**config.mk**
```make
export PLATFORM = sky130hd
export DESIGN_NAME = call_and_clear_exec
export DESIGN_NICKNAME = d
export VERILOG_FILES = /design/src/core/exec_pkg.sv /design/src/core/return_stack.sv /design/src/core/call_and_clear_exec.sv
export SDC_FILE = /design/constraint.sdc
export NUM_CORES = 2
export LEC_CHECK = 0
export ABC_AREA = 1
export BUFFER_PORTS_ARGS = -buffer_cell sky130_fd_sc_hd__buf_2
export CORE_ASPECT_RATIO = 1.4
export CORE_UTILIZATION = 50
export CTS_BUF_LIST = sky130_fd_sc_hd__clkbuf_8
export CTS_CLUSTER_DIAMETER = 40
export DETAILED_ROUTE_END_ITERATION = 10
export GPL_TIMING_DRIVEN = 0
export PLACE_DENSITY = 0.65
export RECOVER_POWER = 25
export SYNTH_ARGS = -nofsm -noshare
export SYNTH_HDL_FRONTEND = slang
export SYNTH_SLANG_ARGS = --single-unit
```
**constraint.sdc**
```tcl
create_clock -name pclk -period 2.8 [get_ports pclk]
set_input_delay 0.7 -clock pclk [delete_from_list [all_inputs] [get_ports pclk]]
set_output_delay 0.7 -clock pclk [all_outputs]
set_load 0.02 [all_outputs]
```
**src/core/exec_pkg.sv**
```systemverilog
// shared constants, types and decode for the call and clear instruction executor
package exec_pkg;

	// ----------------------------------------------------------------
	// widths
	// ----------------------------------------------------------------
	localparam int INSTR_W = 14;
	localparam int PC_W = 13;
	localparam int DATA_W = 8;
	localparam int FILE_ADDR_W = 7;
	localparam int FILE_DEPTH = 128;
	localparam int STACK_DEPTH = 8;
	localparam int APB_ADDR_W = 8;
	localparam int APB_DATA_W = 32;
	localparam int PRESCALE_W = 8;
	localparam int WDOG_W = 8;

	// ----------------------------------------------------------------
	// register offsets (byte addresses)
	// ----------------------------------------------------------------
	localparam logic [APB_ADDR_W-1:0] OFF_INSTR = 8'h00;
	localparam logic [APB_ADDR_W-1:0] OFF_PC = 8'h04;
	localparam logic [APB_ADDR_W-1:0] OFF_LATCH = 8'h08;
	localparam logic [APB_ADDR_W-1:0] OFF_STACK = 8'h0C;
	localparam logic [APB_ADDR_W-1:0] OFF_ACC = 8'h10;
	localparam logic [APB_ADDR_W-1:0] OFF_STATUS = 8'h14;
	localparam logic [APB_ADDR_W-1:0] OFF_WDOG = 8'h18;
	localparam logic [APB_ADDR_W-1:0] OFF_FADDR = 8'h1C;
	localparam logic [APB_ADDR_W-1:0] OFF_FDATA = 8'h20;

	// ----------------------------------------------------------------
	// field positions
	// ----------------------------------------------------------------
	localparam int ST_ZERO_BIT = 0;
	localparam int ST_POWERDOWN_BIT = 3;
	localparam int ST_TIMEOUT_BIT = 4;
	localparam int ST_BUSY_BIT = 7;
	localparam int ST_LEVEL_LO = 8;
	localparam int LATCH_PAGE_HI = 4;
	localparam int LATCH_PAGE_LO = 3;
	localparam int WDOG_PRE_LO = 8;

	// ----------------------------------------------------------------
	// reset values and steps
	// ----------------------------------------------------------------
	localparam logic [PC_W-1:0] PC_RST = 13'h0000;
	localparam logic [PC_W-1:0] PC_STEP = 13'h0001;
	localparam logic [DATA_W-1:0] BYTE_ZERO = 8'h00;
	localparam logic [APB_DATA_W-1:0] WORD_ZERO = 32'h0000_0000;
	localparam logic FLAG_N_RST = 1'b1;
	localparam int CALL_CYCLES = 2;

	// ----------------------------------------------------------------
	// instruction encodings
	// ----------------------------------------------------------------
	localparam logic [2:0] CALL_TOP = 3'h4;
	localparam logic [6:0] CLEAR_FILE_TOP = 7'h03;
	localparam logic [6:0] CLEAR_ACC_TOP = 7'h02;
	localparam logic [INSTR_W-1:0] CLEAR_DOG_CODE = 14'h0064;

	typedef enum logic [2:0] {
		OP_NONE = 3'h0,
		OP_CALL = 3'h1,
		OP_CLEAR_FILE = 3'h2,
		OP_CLEAR_ACC = 3'h3,
		OP_CLEAR_DOG = 3'h4
	} op_t;

	typedef enum logic [1:0] {
		ST_IDLE = 2'b01,
		ST_CALL = 2'b10
	} exec_state_t;

	function automatic op_t decode_op(input logic [INSTR_W-1:0] word);
		if (word[13:11] == CALL_TOP) begin
			return OP_CALL;
		end else if (word[13:7] == CLEAR_FILE_TOP) begin
			return OP_CLEAR_FILE;
		end else if (word[13:7] == CLEAR_ACC_TOP) begin
			return OP_CLEAR_ACC;
		end else if (word == CLEAR_DOG_CODE) begin
			return OP_CLEAR_DOG;
		end
		return OP_NONE;
	endfunction

endpackage

```
**src/core/return_stack.sv**
```systemverilog
// circular hardware return stack, push side only
`timescale 1ns/1ps
module return_stack import exec_pkg::*; #(
	parameter int DEPTH = STACK_DEPTH,
	parameter int WIDTH = PC_W
) (
	input wire logic pclk, // core clock
	input wire logic presetn, // async reset, active low
	input wire logic push, // one-cycle push strobe
	input wire logic [WIDTH-1:0] push_data, // address to push
	output logic [WIDTH-1:0] top, // entry most recently pushed
	output logic [$clog2(DEPTH)-1:0] level // write pointer
);

	localparam int PTR_W = $clog2(DEPTH);
	localparam logic [PTR_W-1:0] PTR_ONE = PTR_W'(1);

	logic [WIDTH-1:0] entries [DEPTH];
	logic [WIDTH-1:0] next_entries [DEPTH];
	logic [PTR_W-1:0] ptr;
	logic [PTR_W-1:0] next_ptr;

	// overflow wraps and overwrites the oldest entry, no error is raised
	always_comb begin
		next_entries = entries;
		next_ptr = ptr;
		if (push) begin
			next_entries[ptr] = push_data;
			next_ptr = ptr + PTR_ONE;
		end
	end

	always_ff @(posedge pclk or negedge presetn) begin
		if (!presetn) begin
			ptr <= '0;
			for (int i = 0; i < DEPTH; i++) begin
				entries[i] <= '0;
			end
		end else begin
			ptr <= next_ptr;
			entries <= next_entries;
		end
	end

	assign top = entries[ptr - PTR_ONE];
	assign level = ptr;

endmodule

```
**src/core/call_and_clear_exec.sv**
```systemverilog
// executor for call, clear-file, clear-accumulator and clear-watchdog, behind an apb slave
`timescale 1ns/1ps
// Contract
// - decode call when top three instruction bits are 100, 11-bit target
// - call first pushes program counter plus one onto the return stack
// - call loads the 11-bit target into program counter bits 10:0
// - call takes bits 12:11 from latch bits 4:3 and lasts two cycles
// - clear-file writes 00h to the addressed register and sets zero, one cycle
module call_and_clear_exec import exec_pkg::*; (
	input wire logic pclk, // core clock, 250 MHz
	input wire logic presetn, // async reset, active low
	input wire logic psel, // apb select
	input wire logic penable, // apb access phase
	input wire logic pwrite, // apb direction, high for write
	input wire logic [APB_ADDR_W-1:0] paddr, // apb byte address
	input wire logic [APB_DATA_W-1:0] pwdata, // apb write data
	output logic [APB_DATA_W-1:0] prdata, // apb read data
	output logic pready, // apb ready
	output logic pslverr // apb error, unmapped address
);

	// ----------------------------------------------------------------
	// state
	// ----------------------------------------------------------------
	exec_state_t state;
	exec_state_t next_state;
	logic [PC_W-1:0] program_counter;
	logic [PC_W-1:0] next_program_counter;
	logic [DATA_W-1:0] pc_high_latch;
	logic [DATA_W-1:0] next_pc_high_latch;
	logic [10:0] call_target;
	logic [10:0] next_call_target;
	logic [DATA_W-1:0] accumulator;
	logic [DATA_W-1:0] next_accumulator;
	logic zero_flag;
	logic next_zero_flag;
	logic timeout_flag_n;
	logic next_timeout_flag_n;
	logic powerdown_flag_n;
	logic next_powerdown_flag_n;
	logic [PRESCALE_W-1:0] prescaler;
	logic [PRESCALE_W-1:0] next_prescaler;
	logic [WDOG_W-1:0] watchdog_counter;
	logic [WDOG_W-1:0] next_watchdog_counter;
	logic [DATA_W-1:0] file_regs [FILE_DEPTH];
	logic [DATA_W-1:0] next_file_regs [FILE_DEPTH];
	logic [FILE_ADDR_W-1:0] file_addr;
	logic [FILE_ADDR_W-1:0] next_file_addr;
	logic [APB_DATA_W-1:0] next_prdata;
	logic next_pslverr;

	logic [PC_W-1:0] stack_top_entry;
	logic [$clog2(STACK_DEPTH)-1:0] stack_level;
	logic push;
	logic clear_file_reg_op;
	logic clear_accumulator_op;
	logic clear_dog_timer_op;
	logic reg_wr;
	logic exec_fire;
	op_t op;

	// ----------------------------------------------------------------
	// apb decode
	// ----------------------------------------------------------------
	// every write stalls while the call's second cycle runs, so the pc,
	// the latch and the file cannot be written under the call's feet
	assign pready = !(psel && penable && pwrite && state == ST_CALL);
	assign reg_wr = psel && penable && pwrite && pready;
	assign exec_fire = reg_wr && paddr == OFF_INSTR;
	assign op = decode_op(pwdata[INSTR_W-1:0]);
	assign clear_file_reg_op = exec_fire && op == OP_CLEAR_FILE;
	assign clear_accumulator_op = exec_fire && op == OP_CLEAR_ACC;
	assign clear_dog_timer_op = exec_fire && op == OP_CLEAR_DOG;

	function automatic logic addr_mapped(input logic [APB_ADDR_W-1:0] a);
		case (a)
			OFF_INSTR, OFF_PC, OFF_LATCH, OFF_STACK, OFF_ACC, OFF_STATUS,
			OFF_WDOG, OFF_FADDR, OFF_FDATA: return 1'b1;
			default: return 1'b0;
		endcase
	endfunction

	// ----------------------------------------------------------------
	// return stack
	// ----------------------------------------------------------------
	return_stack #(
		.DEPTH(STACK_DEPTH),
		.WIDTH(PC_W)
	) u_stack (
		.pclk(pclk),
		.presetn(presetn),
		.push(push),
		.push_data(program_counter + PC_STEP),
		.top(stack_top_entry),
		.level(stack_level)
	);

	// ----------------------------------------------------------------
	// sequencer, program counter and flags
	// ----------------------------------------------------------------
	always_comb begin
		next_state = state;
		next_program_counter = program_counter;
		next_pc_high_latch = pc_high_latch;
		next_call_target = call_target;
		next_accumulator = accumulator;
		next_zero_flag = zero_flag;
		next_timeout_flag_n = timeout_flag_n;
		next_powerdown_flag_n = powerdown_flag_n;
		push = 1'b0;
		case (state)
			ST_IDLE: begin
				if (exec_fire) begin
					case (op)
						OP_CALL: begin
							push = 1'b1;
							next_call_target = pwdata[10:0];
							next_state = ST_CALL;
						end
						OP_CLEAR_FILE: begin
							next_zero_flag = 1'b1;
							next_program_counter = program_counter + PC_STEP;
						end
						OP_CLEAR_ACC: begin
							next_accumulator = BYTE_ZERO;
							next_zero_flag = 1'b1;
							next_program_counter = program_counter + PC_STEP;
						end
						OP_CLEAR_DOG: begin
							next_timeout_flag_n = 1'b1;
							next_powerdown_flag_n = 1'b1;
							next_program_counter = program_counter + PC_STEP;
						end
						default: begin
							next_program_counter = program_counter + PC_STEP;
						end
					endcase
				end else if (reg_wr) begin
					case (paddr)
						OFF_PC: next_program_counter = pwdata[PC_W-1:0];
						OFF_LATCH: next_pc_high_latch = pwdata[DATA_W-1:0];
						OFF_ACC: next_accumulator = pwdata[DATA_W-1:0];
						OFF_STATUS: next_zero_flag = pwdata[ST_ZERO_BIT];
						default: begin
						end
					endcase
				end
			end
			ST_CALL: begin
				// page bits come from the latch, target from the word
				next_program_counter = {pc_high_latch[LATCH_PAGE_HI:LATCH_PAGE_LO],
					call_target};
				next_state = ST_IDLE;
			end
			default: next_state = ST_IDLE;
		endcase
	end

	always_ff @(posedge pclk or negedge presetn) begin
		if (!presetn) begin
			state <= ST_IDLE;
			program_counter <= PC_RST;
			pc_high_latch <= BYTE_ZERO;
			call_target <= '0;
			accumulator <= BYTE_ZERO;
			zero_flag <= 1'b0;
			timeout_flag_n <= FLAG_N_RST;
			powerdown_flag_n <= FLAG_N_RST;
		end else begin
			state <= next_state;
			program_counter <= next_program_counter;
			pc_high_latch <= next_pc_high_latch;
			call_target <= next_call_target;
			accumulator <= next_accumulator;
			zero_flag <= next_zero_flag;
			timeout_flag_n <= next_timeout_flag_n;
			powerdown_flag_n <= next_powerdown_flag_n;
		end
	end

	// ----------------------------------------------------------------
	// watchdog counter and prescaler
	// ----------------------------------------------------------------
	// free-running count only; nothing in the core detects a timeout or clears timeout_flag_n
	always_comb begin
		next_prescaler = prescaler + PRESCALE_W'(1);
		next_watchdog_counter = watchdog_counter;
		if (&prescaler) begin
			next_watchdog_counter = watchdog_counter + WDOG_W'(1);
		end
		if (clear_dog_timer_op) begin
			next_prescaler = '0;
			next_watchdog_counter = '0;
		end
	end

	always_ff @(posedge pclk or negedge presetn) begin
		if (!presetn) begin
			prescaler <= '0;
			watchdog_counter <= '0;
		end else begin
			prescaler <= next_prescaler;
			watchdog_counter <= next_watchdog_counter;
		end
	end

	// ----------------------------------------------------------------
	// data file
	// ----------------------------------------------------------------
	always_comb begin
		next_file_regs = file_regs;
		next_file_addr = file_addr;
		if (clear_file_reg_op) begin
			next_file_regs[pwdata[FILE_ADDR_W-1:0]] = BYTE_ZERO;
		end else if (reg_wr && paddr == OFF_FDATA) begin
			next_file_regs[file_addr] = pwdata[DATA_W-1:0];
		end else if (reg_wr && paddr == OFF_FADDR) begin
			next_file_addr = pwdata[FILE_ADDR_W-1:0];
		end
	end

	always_ff @(posedge pclk or negedge presetn) begin
		if (!presetn) begin
			file_addr <= '0;
			for (int i = 0; i < FILE_DEPTH; i++) begin
				file_regs[i] <= BYTE_ZERO;
			end
		end else begin
			file_addr <= next_file_addr;
			file_regs <= next_file_regs;
		end
	end

	// ----------------------------------------------------------------
	// read path, sampled in the setup cycle
	// ----------------------------------------------------------------
	always_comb begin
		next_prdata = prdata;
		next_pslverr = pslverr;
		if (psel && !penable) begin
			next_prdata = WORD_ZERO;
			next_pslverr = !addr_mapped(paddr);
			case (paddr)
				OFF_PC: next_prdata[PC_W-1:0] = program_counter;
				OFF_LATCH: next_prdata[DATA_W-1:0] = pc_high_latch;
				OFF_STACK: next_prdata[PC_W-1:0] = stack_top_entry;
				OFF_ACC: next_prdata[DATA_W-1:0] = accumulator;
				OFF_STATUS: begin
					next_prdata[ST_ZERO_BIT] = zero_flag;
					next_prdata[ST_POWERDOWN_BIT] = powerdown_flag_n;
					next_prdata[ST_TIMEOUT_BIT] = timeout_flag_n;
					next_prdata[ST_BUSY_BIT] = state == ST_CALL;
					next_prdata[ST_LEVEL_LO +: $clog2(STACK_DEPTH)] = stack_level;
				end
				OFF_WDOG: begin
					next_prdata[WDOG_W-1:0] = watchdog_counter;
					next_prdata[WDOG_PRE_LO +: PRESCALE_W] = prescaler;
				end
				OFF_FADDR: next_prdata[FILE_ADDR_W-1:0] = file_addr;
				OFF_FDATA: next_prdata[DATA_W-1:0] = file_regs[file_addr];
				default: begin
				end
			endcase
		end
	end

	always_ff @(posedge pclk or negedge presetn) begin
		if (!presetn) begin
			prdata <= WORD_ZERO;
			pslverr <= 1'b0;
		end else begin
			prdata <= next_prdata;
			pslverr <= next_pslverr;
		end
	end
endmodule

```
==> results by group <==
Timing
  – Final period utilization: 106%
  – Final min period: 2.98 ns
  – Max-slew violation count: 0
  – Setup TNS Final: -9.99 ns
  – Max frequency: 0.335 GHz
  – Setup ws final: -0.181 ns
  – Hold WS: 0.0891 ns
  – RSZ-0062 raised after global routing: true
  – Setup violations, final: 96
  – Slew headroom: 0.0336%
  – Clock Skews: 0.0451 ns
  – Final hold vios: 0
  – Worst-Margin Slew: 1.50 ns

Pwr
  – P_leak: 0.0330 uW
  – PD cells: 522 mW/mm2
  – Pwr Total: 35100 uW
  – Maximum vdd drop: 564 uV

Detailed routing
  – Via count: 54600
  – Avg WL per Cell: 25.2 um
  – Via-to-Cell Ratio: 5.89
  – Drt drc: 0
  – Final wirelength: 234000 um
  – DR iter-0 viols: 6434
  – DRT Pass-1 Iters: 8
  – Routed Antenna Nets: 0

Status
  – Status: finished, violations left
  – Violated checks: max-capacitance violations, negative setup slack

Worst setup path
  – Setup CP Type: in -> reg
  – Crit path launch type: input pin
  – CP Launch Point: pwdata[1]
  – Data arrival, critical path: 3.79 ns
  – Critical path fanouts, max: 10
  – Critical Path Sink Type: register
  – Reg-to-reg startpoint: file_addr[0]
  – Req. time, crit path: 3.61 ns

Placement
  – GPL Wtd Cong: 1.02
  – Pre-CTS WS: -1.07 ns
  – IO buf count: 43
  – Post-detail-place hpwl: 164000 um

Synth
  – Post-synth EDFFs: 0
  – Post-synthesis area per instance: 8.24 um2
  – FF+latch count, synth: 1214
  – Mapped Area: 0.0598 mm2
  – Fraction of registers with async set or reset after synthesis: 100%
  – Yosys top cell area share: 50.8%
  – Seq/Total Area, Yosys: 50.8%
  – Main synth FF type: dfrtp_1
  – Synth Instances: 7259
  – Yosys warns: 0
  – Cell taking the most area after synthesis: dfrtp_1
  – Synth top area cells: dfrtp_1 (51%), nand2_1 (11%), o22ai_1 (11%)
  – Synth unique cells: 47

Finish
  – Finished Core Util: 56.9%
  – Multi-input logic area: 0.0235 mm2
  – Layout cells sized above 1: 12.6%
  – Commonest non-fill, non-tap cell in the layout: nand2_1
  – Most frequent cells in the layout: nand2_1 (1735), dfrtp_1 (1211), inv_1 (1172)
  – Final-stage net count: 7583
  – Layout fillers: 11200
  – FF+latch area: 0.0304 mm2
  – Area Overhead vs Synth: 12.5%

Floorplan
  – Core footprint: 0.118 mm2
  – Initial core utilization: 50.6%
  – Die area: 0.121 mm2
  – Chip width: 294 um
  – Die Span Y: 411 um
  – Row count: 149
  – Top Ports: 79

Clock network
  – Total clock sinks: 1214
  – Max clock buf depth: 3
  – Total CTS buffers: 194
  – H-tree depth: 4
  – CTS tree: built
  – Clk slew on worst S/H paths: 0.06 ns
  – Root Driver: clkbuf_8
  – Worst-Skew Late Latency: 0.99 ns

Global routing
  – GR Util All Layers: 38.6%
  – Global route total overflow: 0
  – Initial antenna violation count: 11
  – First-pass GRT wire length: 342000 um
  – Largest net degree at the start of global routing: 168
  – Number of global-route vias before repair: 53400

Min path
  – HP Class: in -> reg
  – Worst hold start: pwdata[9]

Job
  – MaxCap Viol Count: 1
[metrics by stage]
stage | area, um2 | instances
2_1_floorplan | 59900 | 7274
3_3_place_gp | 62100 | 8902
3_5_place_dp | 62400 | 8914
4_1_cts | 66900 | 9261
5_1_grt | 67200 | 9266
6_report | 67300 | 9273
[where the power goes]
group	internal, uW	total [uW]	switching, uW	leakage (uW)
combinational	334	1940	1600	0.0192
clock	7960	15600	7620	0.00225
sequential	17600	17600	24.5	0.0115
total	25900	35100	9240	0.0330
[sequential cells by signal, indices dropped and copies added, names as in the netlist, 2 cells and up]
| signal | count |
|---|---|
| accumulator | 8 |
| file_regs | 1024 |
| u_stack.level | 3 |
| prdata | 16 |
| file_addr | 7 |
| pc_high_latch | 8 |
| state | 2 |
| program_counter | 13 |
| prescaler | 8 |
| u_stack.entries | 104 |
| watchdog_counter | 8 |
| call_target | 11 |
[critical path, stage by stage]
cell and delay (ns):
buf_2 0.37, inv_2 0.25, nor3_4 0.99, buf_2 0.76, nand2_1 0.22, o21ai_4 0.33
o22ai_1 0.12
[metal layers]
layer	share of wire [%]	GRT usage, %	vias up
li1	-	-	24400
met5	0.025	0	-
met2	45	59.6	2843
met4	9.2	31.2	8
met3	8.6	8.97	932
met1	37	46.3	26500
[Yosys cell counts (6+ instances only)]
master    instances
nand2_1        1748
inv_2             7
nor2_1          584
xor2_1           12
o21ai_4         120
nand2_2         107
a21oi_1          29
clkbuf_1        168
buf_4            71
nor4_1            6
nor3_4            6
buf_2           139
o21ai_2           8
o221ai_1         10
o21ai_0         159
buf_6            30
dfrtp_1        1213
o211ai_1         55
o22ai_1        1046
inv_1          1100
nand3_1         482
o21ai_1          81
clkinv_1          7
nor3_1           11
nand4_1           8
[final timing paths]
check	slack, ns	cells past startpoint	end
setup / recovery	-0.18	7	file_regs[106]
hold / removal	0.09	3	call_target[9]
setup reg to reg	-0.07	15	prdata[3]
hold reg to reg	0.48	2	prdata[1]
max in group asynchronous	0.23	4	file_regs[929]
min in group asynchronous	0.41	2	file_regs[569]
[cells by family after synthesis]
| family | Yosys count | synth area share, % |
|---|---|---|
| compound gates | 1524 | 17.6 |
| xor+xnor | 14 | 0.205 |
| fa+ha+maj | 5 | 0.105 |
| buf+inv | 1527 | 10.7 |
| flops | 1214 | 50.8 |
| other cells | 1 | 0.00627 |
| simple gates | 2974 | 20.5 |
[cell type report]
class | instances | share of cell area, %
Buffer | 409 | 4.11
Timing Repair Buffer | 65 | 0.880
Clock buffer | 228 | 4.67
Antenna cell | 8 | 0.0298
Multi-Input combinational cell | 4533 | 34.9
Inverter | 1116 | 6.26
Tap cell | 1585 | 2.95
Clock inverter | 115 | 1.05
Sequential cell | 1214 | 45.2
[what timing repair did]
| action | in CTS | in global routing |
|---|---|---|
| setup buffers | 5 | 3 |
| hold buffers | 1 | 0 |
| setup endpoints to repair | 861 | 252 |
| pin swaps | 15 | 17 |
| endpoints found under the hold margin | 151 | 0 |
| gates cloned | 0 | 1 |
| resized for setup | 214 | 123 |
Note: power is estimated with default switching activity, not from simulation.
